==> src/rtl/sd_adc_ctrl_pkg.sv <==
/*
  Constants, field layout, timing and state types for the sigma-delta converter
  sequencer and its serial register port.
  Assumes a single 25 MHz core clock; the converter timing is scaled from the
  nominal fast core clock frequency.
*/
package sd_adc_ctrl_pkg;

  // Clock figures
  localparam longint CLK_HZ = 25_000_000;
  localparam longint FAST_CORE_CLOCK_HZ = 4_915_200;
  localparam longint WORD_RATE_DIV = 448;

  // Decimation ratio per rate code
  localparam int unsigned DECIM_RATIO [8] = '{1096, 274, 220, 183, 55, 46, 27, 23};

  // Core clocks per conversion cycle
  function automatic logic [31:0] cyclesFor(input int unsigned ratio);
    longint c;
    c = (WORD_RATE_DIV * longint'(ratio) * CLK_HZ) / FAST_CORE_CLOCK_HZ;
    if (c < 1)
    begin
      c = 1;
    end
    return c[31:0];
  endfunction

  localparam logic [31:0] CONV_CYCLES_DEF [8] = '{
    cyclesFor(DECIM_RATIO[0]), cyclesFor(DECIM_RATIO[1]), cyclesFor(DECIM_RATIO[2]), cyclesFor(DECIM_RATIO[3]),
    cyclesFor(DECIM_RATIO[4]), cyclesFor(DECIM_RATIO[5]), cyclesFor(DECIM_RATIO[6]), cyclesFor(DECIM_RATIO[7])};

  // Index of the last conversion cycle before a valid result or end of a calibration phase
  localparam logic [1:0] LAST_SETTLE_CYCLE = 2'h3;

  // converter_config fields
  localparam int CFG_POWER = 15;
  localparam int CFG_GO = 14;
  localparam int CFG_BIPOLAR = 13;
  localparam int CFG_POLARITY = 12;
  localparam int CFG_CONTINUOUS_EN = 11;
  localparam int CFG_REF = 10;
  localparam int CFG_GAIN_LSB = 8;
  localparam int CFG_RATE_LSB = 5;
  localparam int CFG_MODE_LSB = 2;
  localparam logic [15:0] CFG_WRITE_MASK = 16'hFFFC;
  localparam logic [15:0] CFG_RESET = 16'h0000;
  localparam logic [7:0] MUX_RESET = 8'h00;
  localparam logic [15:0] DATA_RESET = 16'h0000;

  // Serial command byte
  localparam logic [4:0] ADDR_CONFIG = 5'h00;
  localparam logic [4:0] ADDR_SELECT = 5'h01;
  localparam logic [4:0] ADDR_DATA = 5'h02;
  localparam logic [5:0] CMD_LAST_BIT = 6'h07;
  localparam logic [5:0] CFG_LAST_BIT = 6'h17;
  localparam logic [5:0] SEL_LAST_BIT = 6'h0F;
  localparam logic [5:0] BIT_CNT_MAX = 6'h3F;

  // Input selection code for an open switch
  localparam logic [3:0] INPUT_OPEN = 4'hF;

  // Mode codes
  localparam logic [2:0] MODE_SYS_OFFSET = 3'h1;
  localparam logic [2:0] MODE_SYS_GAIN = 3'h2;
  localparam logic [2:0] MODE_SELF_OFFSET = 3'h5;
  localparam logic [2:0] MODE_SELF_GAIN = 3'h6;
  localparam logic [2:0] MODE_SELF_BOTH = 3'h7;
  localparam logic [2:0] MODE_NORMAL = 3'h0;

  typedef enum logic [1:0] {SEQ_IDLE, SEQ_CONV, SEQ_CAL_OFF, SEQ_CAL_GAIN} seq_e;

endpackage

==> src/rtl/sd_adc_ctrl.sv <==
/*
  Conversion sequencer and serial register port of a 16-bit sigma-delta converter.
  Assumes async serial pins and an offset-binary filter result on clk.
*/
////////////////////////////////////////////////////////////////////////////////
// Functional notes
// Power bit one powers converter up
// Config go bit clears filter, starts after bit 16
// First result after four conversion cycles
// Continuous results each one cycle afterwards
// Single mode: one conversion, then hold result
// Continuous mode runs until continuous_en or power cleared
// Go bit self-clears and done sets after four
// Config write without go is staged, except power and continuous_en
// Bipolar selects two's complement, else unsigned
// Polarity bit swaps positive and negative paths
// Clearing continuous_en stops, keeps result, drops filter
// Setting continuous_en alone never restarts converter
// Reference select: pin at zero, supply at one
// Gain codes select gains 1, 2, 4, 8
// Rate codes select eight decimation ratios
// Word rate is clock over 448 times ratio
// Mode field decodes calibrations and normal conversion
// Calibration end clears mode, sets done, signals
// Combined calibration: offset first, then gain
// Idle after power-on or calibration until started
// Host gain-calibrates after offset is settled
// Select write with flag starts after data
// Select read with flag starts after address
// Select write without flag changes inputs only
// Power off: idle, ignore starts, keep data
module sd_adc_ctrl
  import sd_adc_ctrl_pkg::*;
#(
  parameter logic [31:0] CONV_CYCLES [8] = CONV_CYCLES_DEF
)
(
  // Clock and reset
  input wire logic clk,
  input wire logic resetn,
  // Serial port
  input wire logic csN,
  input wire logic sclk,
  input wire logic din,
  output logic dout,
  output logic doutOeN,
  // Filter result and event mask pin
  input wire logic [15:0] filterData,
  input wire logic convDoneMask,
  // Analog front end controls
  output logic convPowerEn,
  output logic filterClear,
  output logic [3:0] posInputSel,
  output logic [3:0] negInputSel,
  output logic polaritySwap,
  output logic bipolarSel,
  output logic referenceSel,
  output logic [1:0] gainSel,
  output logic [2:0] rateSel,
  output logic [2:0] calMode,
  output logic convBusy,
  // Status
  output logic convDoneFlag,
  output logic resultReadyOut
);

  typedef struct packed {
    logic sclkS1;
    logic sclkS2;
    logic sclkPrev;
    logic csS1;
    logic csS2;
    logic dinS1;
    logic dinS2;
    logic maskS1;
    logic maskS2;
    logic [5:0] bitCnt;
    logic frameBad;
    logic [7:0] cmd;
    logic [15:0] inShift;
    logic [15:0] outShift;
    logic dout;
    logic doutOeN;
    logic [15:0] cfg;
    logic [15:0] staged;
    logic [7:0] sel;
    seq_e seq;
    logic [31:0] cycCnt;
    logic [1:0] convNum;
    logic runCont;
    logic [2:0] activeMode;
    logic [15:0] data;
    logic doneFlag;
    logic filterClear;
    logic [3:0] posOut;
    logic [3:0] negOut;
    logic readyOut;
    logic busy;
  } state_s;
  state_s st_r, st_nxt;
  logic sclkRise, sclkFall, startReq, cycEnd, phaseEnd, dataLoad, calEnd, stagedWrite;
  logic [7:0] cmdByte;
  logic [15:0] dataWord, newCfg;
  ////////////////////////////////////////////////////////////////////////////////
  // Mode to first sequencer state
  function automatic seq_e firstState(input logic [2:0] mode);
    case (mode)
      MODE_SYS_OFFSET, MODE_SELF_OFFSET, MODE_SELF_BOTH: return SEQ_CAL_OFF;
      MODE_SYS_GAIN, MODE_SELF_GAIN: return SEQ_CAL_GAIN;
      default: return SEQ_CONV;
    endcase
  endfunction
  ////////////////////////////////////////////////////////////////////////////////
  // Next state
  always_comb
  begin
    st_nxt = st_r;
    startReq = 1'b0;
    newCfg = st_r.cfg;
    cycEnd = 1'b0;
    phaseEnd = 1'b0;
    dataLoad = 1'b0;
    calEnd = 1'b0;
    stagedWrite = 1'b0;
    cmdByte = {st_r.cmd[6:0], st_r.dinS2};
    dataWord = {st_r.inShift[14:0], st_r.dinS2};
    // Pin synchronisers
    st_nxt.sclkS1 = sclk;
    st_nxt.sclkS2 = st_r.sclkS1;
    st_nxt.sclkPrev = st_r.sclkS2;
    st_nxt.csS1 = csN;
    st_nxt.csS2 = st_r.csS1;
    st_nxt.dinS1 = din;
    st_nxt.dinS2 = st_r.dinS1;
    st_nxt.maskS1 = convDoneMask;
    st_nxt.maskS2 = st_r.maskS1;
    st_nxt.filterClear = 1'b0;
    sclkRise = st_r.sclkS2 & ~st_r.sclkPrev;
    sclkFall = ~st_r.sclkS2 & st_r.sclkPrev;
    // Serial frame
    if (st_r.csS2)
    begin
      st_nxt.bitCnt = 6'h00;
      st_nxt.frameBad = 1'b0;
      st_nxt.dout = 1'b0;
      st_nxt.doutOeN = 1'b1;
      st_nxt.outShift = 16'h0000;
    end
    else
    begin
      st_nxt.doutOeN = 1'b0;
      if (sclkFall)
      begin
        st_nxt.dout = st_r.outShift[15];
        st_nxt.outShift = {st_r.outShift[14:0], 1'b0};
      end
      if (sclkRise && !st_r.frameBad && st_r.bitCnt != BIT_CNT_MAX)
      begin
        st_nxt.bitCnt = st_r.bitCnt + 6'h01;
        if (st_r.bitCnt <= CMD_LAST_BIT)
          st_nxt.cmd = cmdByte;
        else
          st_nxt.inShift = dataWord;
        if (st_r.bitCnt == 6'h00 && !st_r.dinS2)
          st_nxt.frameBad = 1'b1;
        if (st_r.bitCnt == CMD_LAST_BIT && cmdByte[6])
        begin
          case (cmdByte[5:1])
            ADDR_CONFIG: st_nxt.outShift = st_r.cfg;
            ADDR_SELECT: st_nxt.outShift = {st_r.sel, 8'h00};
            ADDR_DATA:
            begin
              st_nxt.outShift = st_r.data;
              st_nxt.doneFlag = 1'b0;
            end
            default: st_nxt.outShift = 16'h0000;
          endcase
          if (cmdByte[5:1] == ADDR_SELECT && cmdByte[0])
          begin
            newCfg = st_r.staged;
            startReq = 1'b1;
          end
        end
        if (!st_r.cmd[6] && st_r.cmd[5:1] == ADDR_CONFIG && st_r.bitCnt == CFG_LAST_BIT)
        begin
          st_nxt.staged = dataWord & CFG_WRITE_MASK;
          st_nxt.staged[CFG_GO] = 1'b0;
          if (dataWord[CFG_GO])
          begin
            newCfg = dataWord & CFG_WRITE_MASK;
            startReq = 1'b1;
          end
          else
          begin
            // Settings wait for a start; power and continuous_en act now
            stagedWrite = 1'b1;
            st_nxt.cfg[CFG_POWER] = dataWord[CFG_POWER];
            st_nxt.cfg[CFG_CONTINUOUS_EN] = dataWord[CFG_CONTINUOUS_EN];
          end
        end
        if (!st_r.cmd[6] && st_r.cmd[5:1] == ADDR_SELECT && st_r.bitCnt == SEL_LAST_BIT)
        begin
          st_nxt.sel = dataWord[7:0];
          if (st_r.cmd[0])
          begin
            newCfg = st_r.staged;
            startReq = 1'b1;
          end
        end
      end
    end
    // Sequencer
    if (st_r.seq != SEQ_IDLE)
    begin
      cycEnd = st_r.cycCnt >= CONV_CYCLES[st_r.cfg[CFG_RATE_LSB +: 3]] - 32'h1;
      st_nxt.cycCnt = cycEnd ? 32'h0 : st_r.cycCnt + 32'h1;
      if (cycEnd)
      begin
        if (st_r.convNum != LAST_SETTLE_CYCLE)
          st_nxt.convNum = st_r.convNum + 2'h1;
        else
          phaseEnd = 1'b1;
      end
    end
    case (st_r.seq)
      SEQ_IDLE: ;
      SEQ_CONV:
      begin
        if (st_r.runCont && !st_r.cfg[CFG_CONTINUOUS_EN])
        begin
          st_nxt.seq = SEQ_IDLE;
          st_nxt.filterClear = 1'b1;
        end
        else if (phaseEnd && st_r.cfg[CFG_POWER])
        begin
          dataLoad = 1'b1;
          st_nxt.data = st_r.cfg[CFG_BIPOLAR] ? {~filterData[15], filterData[14:0]} : filterData;
          st_nxt.doneFlag = 1'b1;
          st_nxt.cfg[CFG_GO] = 1'b0;
          if (!st_r.runCont)
            st_nxt.seq = SEQ_IDLE;
        end
      end
      SEQ_CAL_OFF:
      begin
        if (phaseEnd && st_r.activeMode == MODE_SELF_BOTH)
        begin
          st_nxt.seq = SEQ_CAL_GAIN;
          st_nxt.convNum = 2'h0;
          st_nxt.filterClear = 1'b1;
        end
        else if (phaseEnd)
          calEnd = 1'b1;
      end
      SEQ_CAL_GAIN: calEnd = phaseEnd;
      default: st_nxt.seq = SEQ_IDLE;
    endcase
    if (calEnd)
    begin
      st_nxt.cfg[CFG_MODE_LSB +: 3] = MODE_NORMAL;
      st_nxt.cfg[CFG_GO] = 1'b0;
      st_nxt.doneFlag = 1'b1;
      st_nxt.seq = SEQ_IDLE;
    end
    if (!st_r.cfg[CFG_POWER])
      st_nxt.seq = SEQ_IDLE;
    // Start request
    if (startReq)
    begin
      st_nxt.cfg = newCfg;
      if (newCfg[CFG_POWER])
      begin
        st_nxt.cfg[CFG_GO] = 1'b1;
        st_nxt.seq = firstState(newCfg[CFG_MODE_LSB +: 3]);
        st_nxt.activeMode = newCfg[CFG_MODE_LSB +: 3];
        st_nxt.runCont = newCfg[CFG_CONTINUOUS_EN];
        st_nxt.cycCnt = 32'h0;
        st_nxt.convNum = 2'h0;
        st_nxt.filterClear = 1'b1;
      end
      else
        st_nxt.cfg[CFG_GO] = 1'b0;
    end
    // Registered outputs
    st_nxt.posOut = st_nxt.cfg[CFG_POWER] ? st_nxt.sel[7:4] : INPUT_OPEN;
    st_nxt.negOut = st_nxt.cfg[CFG_POWER] ? st_nxt.sel[3:0] : INPUT_OPEN;
    st_nxt.readyOut = st_nxt.doneFlag & st_r.maskS2;
    st_nxt.busy = st_nxt.seq != SEQ_IDLE;
  end
  ////////////////////////////////////////////////////////////////////////////////
  // State register
  always_ff @(posedge clk or negedge resetn)
  begin
    if (!resetn)
    begin
      st_r <= '0;
      st_r.csS1 <= 1'b1;
      st_r.csS2 <= 1'b1;
      st_r.doutOeN <= 1'b1;
      st_r.cfg <= CFG_RESET;
      st_r.staged <= CFG_RESET;
      st_r.sel <= MUX_RESET;
      st_r.data <= DATA_RESET;
      st_r.seq <= SEQ_IDLE;
      st_r.posOut <= INPUT_OPEN;
      st_r.negOut <= INPUT_OPEN;
    end
    else
      st_r <= st_nxt;
  end
  ////////////////////////////////////////////////////////////////////////////////
  // Outputs
  assign dout = st_r.dout;
  assign doutOeN = st_r.doutOeN;
  assign convPowerEn = st_r.cfg[CFG_POWER];
  assign filterClear = st_r.filterClear;
  assign posInputSel = st_r.posOut;
  assign negInputSel = st_r.negOut;
  assign polaritySwap = st_r.cfg[CFG_POLARITY];
  assign bipolarSel = st_r.cfg[CFG_BIPOLAR];
  assign referenceSel = st_r.cfg[CFG_REF];
  assign gainSel = st_r.cfg[CFG_GAIN_LSB +: 2];
  assign rateSel = st_r.cfg[CFG_RATE_LSB +: 3];
  assign calMode = st_r.activeMode;
  assign convBusy = st_r.busy;
  assign convDoneFlag = st_r.doneFlag;
  assign resultReadyOut = st_r.readyOut;
  ////////////////////////////////////////////////////////////////////////////////
  // Checks
  a_power_idle: assert property (@(posedge clk) disable iff (!resetn)
    !st_r.cfg[CFG_POWER] && !startReq |=> st_r.seq == SEQ_IDLE && $stable(st_r.data))
    else $error("sequencer ran while powered down");
  a_start_clear: assert property (@(posedge clk) disable iff (!resetn)
    startReq && newCfg[CFG_POWER] |=> filterClear && st_r.cfg[CFG_GO] && st_r.convNum == 2'h0)
    else $error("start did not clear filter");
  a_first_result: assert property (@(posedge clk) disable iff (!resetn)
    dataLoad |-> st_r.convNum == LAST_SETTLE_CYCLE && cycEnd)
    else $error("result before four conversion cycles");
  a_go_self_clear: assert property (@(posedge clk) disable iff (!resetn)
    dataLoad && !startReq |=> !st_r.cfg[CFG_GO] && st_r.doneFlag)
    else $error("go bit or done flag wrong after result");
  a_single_stop: assert property (@(posedge clk) disable iff (!resetn)
    dataLoad && !st_r.runCont && !startReq |=> st_r.seq == SEQ_IDLE ##1 $stable(st_r.data))
    else $error("single conversion did not stop");
  a_continuous_en_abort: assert property (@(posedge clk) disable iff (!resetn)
    st_r.seq == SEQ_CONV && st_r.runCont && !st_r.cfg[CFG_CONTINUOUS_EN] && !startReq
    |=> st_r.seq == SEQ_IDLE && filterClear && $stable(st_r.data))
    else $error("continuous_en clear did not abort");
  a_cal_end: assert property (@(posedge clk) disable iff (!resetn)
    calEnd && !startReq |=> st_r.cfg[CFG_MODE_LSB +: 3] == MODE_NORMAL && st_r.doneFlag
    && st_r.seq == SEQ_IDLE)
    else $error("calibration end handling wrong");
  a_combined_order: assert property (@(posedge clk) disable iff (!resetn)
    st_r.seq == SEQ_CAL_OFF && phaseEnd && st_r.activeMode == MODE_SELF_BOTH && st_r.cfg[CFG_POWER]
    && !startReq |-> !calEnd ##1 st_r.seq == SEQ_CAL_GAIN)
    else $error("combined calibration order wrong");
  a_staged_hold: assert property (@(posedge clk) disable iff (!resetn)
    stagedWrite && !calEnd |=> $stable(st_r.cfg[9:2]) && $stable(st_r.seq))
    else $error("staged write disturbed converter");
  a_open_inputs: assert property (@(posedge clk) disable iff (!resetn)
    !st_r.cfg[CFG_POWER] |-> posInputSel == INPUT_OPEN && negInputSel == INPUT_OPEN)
    else $error("inputs not open while powered down");

endmodule

==> config.mk <==
export PLATFORM = sky130hd
export DESIGN_NAME = sd_adc_ctrl
export DESIGN_NICKNAME = d
export VERILOG_FILES = /design/src/rtl/sd_adc_ctrl_pkg.sv /design/src/rtl/sd_adc_ctrl.sv
export SDC_FILE = /design/constraint.sdc
export NUM_CORES = 1
export LEC_CHECK = 0
export ABC_AREA = 1
export BUFFER_PORTS_ARGS = -buffer_cell sky130_fd_sc_hd__buf_2
export CORE_MARGIN = 8
export CORE_UTILIZATION = 45
export CTS_BUF_LIST = sky130_fd_sc_hd__clkbuf_4 sky130_fd_sc_hd__clkbuf_8 sky130_fd_sc_hd__clkbuf_16
export CTS_CLUSTER_DIAMETER = 30
export DETAILED_ROUTE_END_ITERATION = 8
export SLEW_MARGIN = 20
export SYNTH_ARGS = -nofsm -noshare
export SYNTH_HDL_FRONTEND = slang
export SYNTH_SLANG_ARGS = --single-unit
export TNS_END_PERCENT = 1
==> constraint.sdc <==
create_clock -name clk -period 4.6 [get_ports clk]
set_input_delay 0.23 -clock clk [delete_from_list [all_inputs] [get_ports clk]]
set_output_delay 0.23 -clock clk [all_outputs]
set_load 0.02 [all_outputs]
==> impl_metrics.yaml <==
placement:
  buffer_ports.inserted: 47
  routability_congestion_estimate: 0.914
  dpl.hpwl_mm: 16.2
  dp_cells: 1375
floorplanning:
  core_region_area_sq_mm: 0.0195
  initial_core_util_pct: 45.8
  die_width_um: 157
  fp.dieArea_sq_mm: 0.0246
  placement_rows: 51
  chipHeight_um: 157
  ios: 48
synthesis:
  yosysSeqAreaShare_pct: 45.4
  synthFlopType: "sky130_fd_sc_hd__dfrtp_1"
  postSynthCellCount: 1095
  synth.cell_area_sq_mm: 0.00891
  yosysUniqueCellTypes: 52
  synthesis.area_per_instance_sq_um: 8.14
  ys.warnings.count: 0
  ys_ff_latch: 161
  synth_enable_flop_cells: 0
  synthArstFlopShare_pct: 100
drt:
  drt-initial-drc-count: 430
  ant_nets: 0
  route.final.wire_length_mm: 22.1
  drt_pass1_iterations: 4
  post-route-drc-count: 0
  num_vias: 7295
  detail_route.vias_per_cell: 5.12
  routedWlPerCell_um: 15.5
setup_path:
  worst-path-buf-inv: 3
  setup.worst_path.class: "flop to flop"
  slowest_stage: "sky130_fd_sc_hd__dfrtp_1"
  r2r_start: "rateSel[0]"
  critPathMostFrequentCell: "sky130_fd_sc_hd__nor2_1"
  critical-path-top-delay-family: "simple AND/OR/NAND/NOR gates"
  cp_data_arrival_time_ns: 4.36
  critPathLaunchType: "flop"
  crit_end_category: "flop"
  path_max_fanout: 27
  critPathMaxStageDelay_ns: 0.47
  crit_path_cell_trace: "inv_1 > ha_1 > nor2_1 > nor2_1 > or3_1 > nor3_1 > xor2_1 > ha_1 > nand2_1 > nor2_1 > nand2_1 > nor2_1 > nor2_1 > nand2_1 > nand2_1 > nand2_1 > inv_1 > nor2_2 > inv_1 > nand2_8 > nor2_1 > o21a_1"
  crit_cells: 22
  worst-r2r-setup-slack_ns: 0.58
  cp_data_required_time_ns: 4.93
  r2r_end: "st_r[57]"
  reg2reg_depth: 22
power_and_ir_drop:
  power.density_mw_per_mm2: 316
  combPwrFrac_pct: 7.2
  leakage_nw: 4.78
  cell_internal_pwr_mw: 2.32
  power_frac_clock_pct: 46.4
  netSwitchingFraction_pct: 27.4
  switch_pwr_mw: 0.873
  peakVddDrop_v: 0.000243
  power_frac_seq_pct: 46.4
  total_power_mw: 3.19
cts:
  htree_levels: 4
  clock_insertion_delay_worst_skew_ns: 0.44
  sink_count_of_the_clock_tree: 161
  clk_transition_reported_paths_ns: 0.08
  max-clock-path-buffers: 2
  tritoncts_clock_tree: "built"
  tritoncts.num_buffers: 17
  cts.root.buffer_cell: "sky130_fd_sc_hd__clkbuf_16"
  cts_post_setup_buffers_inserted: 0
sta:
  final_max_slew_violation_count: 0
  timing_worst_slew_pin_value_ns: 0.984
  timing.final.hold_violations: 0
  clock-skew-final_ns: 0.0155
  final_period_utilization_pct: 87.5
  worst_slew_margin_rel_pct: 34.4
  finalCriticalPeriod_ns: 4.02
  fmaxAchievable_ghz: 0.249
  tns_ns: 0
  finalSetupViolCount: 0
  setup_repair_after_global_routing_missed_its_margin: "no"
cells_and_area:
  fillerInstances: 1889
  final_cells: 1424
  antenna_cells: 0
  sequential_cell_area_sq_mm: 0.00404
  fin_nets: 1211
  multiInputGateArea_sq_mm: 0.00417
  area_growth_pct: 13.4
  layout-drive-gt1-share_pct: 13.3
worst_hold_path:
  min_path_type: "input port to flop"
  hold_depth: 3
  hold_end: "st_r[23]"
  hp-start: "filterData[11]"
global_routing:
  grt_pass1_wl_mm: 36.8
  grt_max_degree: 105
  antenna_found_initial: 0
  grt_overflow: 0
  globalRouteTotalUtil_pct: 19.0
  vias_in_the_first_global_route: 7230
run_status:
  run_status: "completed"
flow_run:
  drv_cap: 0
==> cells in the final DEF, fill, tap and decap left out, types with 3 or more instances in the layout <==
cell,Yosys,final
sky130_fd_sc_hd__dlygate4sd3_1,0,17
sky130_fd_sc_hd__clkinv_8,0,5
sky130_fd_sc_hd__clkbuf_16,0,17
sky130_fd_sc_hd__xor2_1,14,14
sky130_fd_sc_hd__xnor2_1,8,8
sky130_fd_sc_hd__o21a_1,4,4
sky130_fd_sc_hd__nand2_2,9,9
sky130_fd_sc_hd__or2_2,15,15
sky130_fd_sc_hd__o211ai_1,28,28
sky130_fd_sc_hd__a21oi_1,55,55
sky130_fd_sc_hd__nor4_1,4,4
sky130_fd_sc_hd__conb_1,1,7
sky130_fd_sc_hd__inv_1,117,117
sky130_fd_sc_hd__ha_1,43,43
sky130_fd_sc_hd__nand4_1,16,16
sky130_fd_sc_hd__nand2_1,277,277
sky130_fd_sc_hd__dfstp_2,11,11
sky130_fd_sc_hd__dfrtp_1,150,150
sky130_fd_sc_hd__buf_4,18,7
sky130_fd_sc_hd__o21ai_0,69,69
sky130_fd_sc_hd__a221oi_1,8,8
sky130_fd_sc_hd__nor3b_1,5,5
sky130_fd_sc_hd__inv_8,0,7
sky130_fd_sc_hd__nor2_4,4,4
sky130_fd_sc_hd__nand3_1,38,38
sky130_fd_sc_hd__nor3_2,8,8
sky130_fd_sc_hd__nor2_2,4,5
sky130_fd_sc_hd__nor3_1,23,23
sky130_fd_sc_hd__nor2_1,96,95
sky130_fd_sc_hd__buf_2,6,46
sky130_fd_sc_hd__o22ai_1,6,6
sky130_fd_sc_hd__inv_2,6,6
sky130_fd_sc_hd__a21o_1,3,3
==> cells by family after synthesis <==
logic type / synth area share [%]
adder cells (fa/ha/maj): 6.04
buffers and inverters: 8.23
XOR/XNOR: 2.16
flip-flops: 45.4
multiplexers: 0.112
other: 0.0421
AND/OR/NAND/NOR: 25.5
AO/OA/AOI/OAI: 12.6
==> cell usage after synthesis, types with 3 or more instances <==
library cell / count / share of area, %
sky130_fd_sc_hd__nand2_1: 277 / 12
sky130_fd_sc_hd__dfrtp_1: 150 / 42
sky130_fd_sc_hd__inv_1: 117 / 4.9
sky130_fd_sc_hd__nor2_1: 96 / 4.0
sky130_fd_sc_hd__o21ai_0: 69 / 3.9
sky130_fd_sc_hd__a21oi_1: 55 / 3.1
sky130_fd_sc_hd__ha_1: 43 / 6.0
sky130_fd_sc_hd__nand3_1: 38 / 2.1
sky130_fd_sc_hd__o211ai_1: 28 / 2.4
sky130_fd_sc_hd__nor3_1: 23 / 1.3
sky130_fd_sc_hd__buf_4: 18 / 1.5
sky130_fd_sc_hd__clkbuf_1: 16 / 0.67
sky130_fd_sc_hd__nand4_1: 16 / 1.1
sky130_fd_sc_hd__or2_2: 15 / 1.1
sky130_fd_sc_hd__xor2_1: 14 / 1.4
sky130_fd_sc_hd__dfstp_2: 11 / 3.2
sky130_fd_sc_hd__nand2_2: 9 / 0.63
sky130_fd_sc_hd__a221oi_1: 8 / 0.79
sky130_fd_sc_hd__nor3_2: 8 / 0.90
sky130_fd_sc_hd__xnor2_1: 8 / 0.79
sky130_fd_sc_hd__buf_2: 6 / 0.34
sky130_fd_sc_hd__inv_2: 6 / 0.25
sky130_fd_sc_hd__o22ai_1: 6 / 0.42
sky130_fd_sc_hd__nor3b_1: 5 / 0.42
sky130_fd_sc_hd__nor2_2: 4 / 0.28
sky130_fd_sc_hd__nor2_4: 4 / 0.51
sky130_fd_sc_hd__nor4_1: 4 / 0.28
sky130_fd_sc_hd__o21a_1: 4 / 0.34
sky130_fd_sc_hd__a21o_1: 3 / 0.25
sky130_fd_sc_hd__buf_6: 3 / 0.38
==> sequential cells by signal, indices dropped and copies added (netlist names) <==
| name | flops |
|---|---|
| posInputSel | 4 |
| filterClear | 1 |
| gainSel | 2 |
| dataWord | 15 |
| polaritySwap | 1 |
| dout | 1 |
| cmdByte | 8 |
| convDoneFlag | 1 |
| st_nxt | 5 |
| bipolarSel | 1 |
| convBusy | 1 |
| rateSel | 3 |
| referenceSel | 1 |
| calMode | 3 |
| negInputSel | 4 |
| doutOeN | 1 |
| st_r | 107 |
| resultReadyOut | 1 |
| convPowerEn | 1 |
==> worst max-delay path by stage <==
| stage | start | endpoint | slack, ns |
|---|---|---|---|
| floorplan | rateSel[0] | st_r[52] | 1.04 |
| global placement | rateSel[0] | st_r[57] | 0.55 |
| detailed placement | rateSel[0] | st_r[57] | 0.39 |
| CTS | rateSel[0] | st_r[57] | 0.37 |
| global route | rateSel[0] | st_r[57] | 0.09 |
| finish | rateSel[0] | st_r[57] | 0.58 |
==> power by group through the flow <==
| stage | combinational (mW) | clock, mW | sequential (mW) |
|---|---|---|---|
| 2_1_floorplan | 0.130 | 0 | 1.50 |
| 3_3_place_gp | 0.219 | 0 | 1.51 |
| 3_5_place_dp | 0.219 | 0 | 1.51 |
| 4_1_cts | 0.231 | 1.52 | 1.48 |
| 5_1_grt | 0.262 | 1.58 | 1.49 |
| 6_report | 0.228 | 1.48 | 1.48 |
==> timing repair <==
action / 4_1_cts / 5_1_grt
endpoints found under the setup margin: 0 / 21
resized for setup: 0 / 2
hold endpoints to repair: 117 / 0
hold buffers: 17 / 0
==> routing by layer <==
| metal | track usage [%] | wire length [um] | up-vias |
|---|---|---|---|
| li1 | - | - | 3662 |
| met1 | 24.5 | 10100 | 3477 |
| met2 | 31.9 | 10700 | 130 |
| met3 | 3.42 | 837 | 26 |
| met4 | 5.63 | 427 | 0 |
| met5 | 0 | 0 | - |
==> stage by stage <==
step | setup WS [ns] | utilization, % | hold slack [ns] | area (sq um)
after floorplan | 1.04 | - | -0.0656 | 8930
after global placement | 0.548 | 47.7 | 0.333 | 9290
after detailed placement | 0.394 | 47.7 | 0.336 | 9290
after CTS | 0.371 | 51.9 | 0.00427 | 10100
after global routing | 0.0861 | 51.9 | 0.00890 | 10100
final | 0.576 | 51.9 | 0.0219 | 10100
==> cell type report <==
| type | instances | area share, % |
|---|---|---|
| inverters | 124 | 4.62 |
| clock buffers | 17 | 4.21 |
| well taps | 265 | 3.28 |
| multi-input cells | 771 | 41.2 |
| clock inverters | 15 | 2.04 |
| flip-flops and latches | 161 | 40.0 |
| repair buffers | 71 | 4.59 |
==> worst reg2reg max path: cells and delay by family, from the launching register on <==
family	cells	cell delay, ns
flops	1	0.47
fa+ha+maj	2	0.66
simple gates	15	2.14
compound gates	1	0.10
xor+xnor	1	0.12
buf+inv	3	0.44
Note: power is estimated with default switching activity, not from simulation.
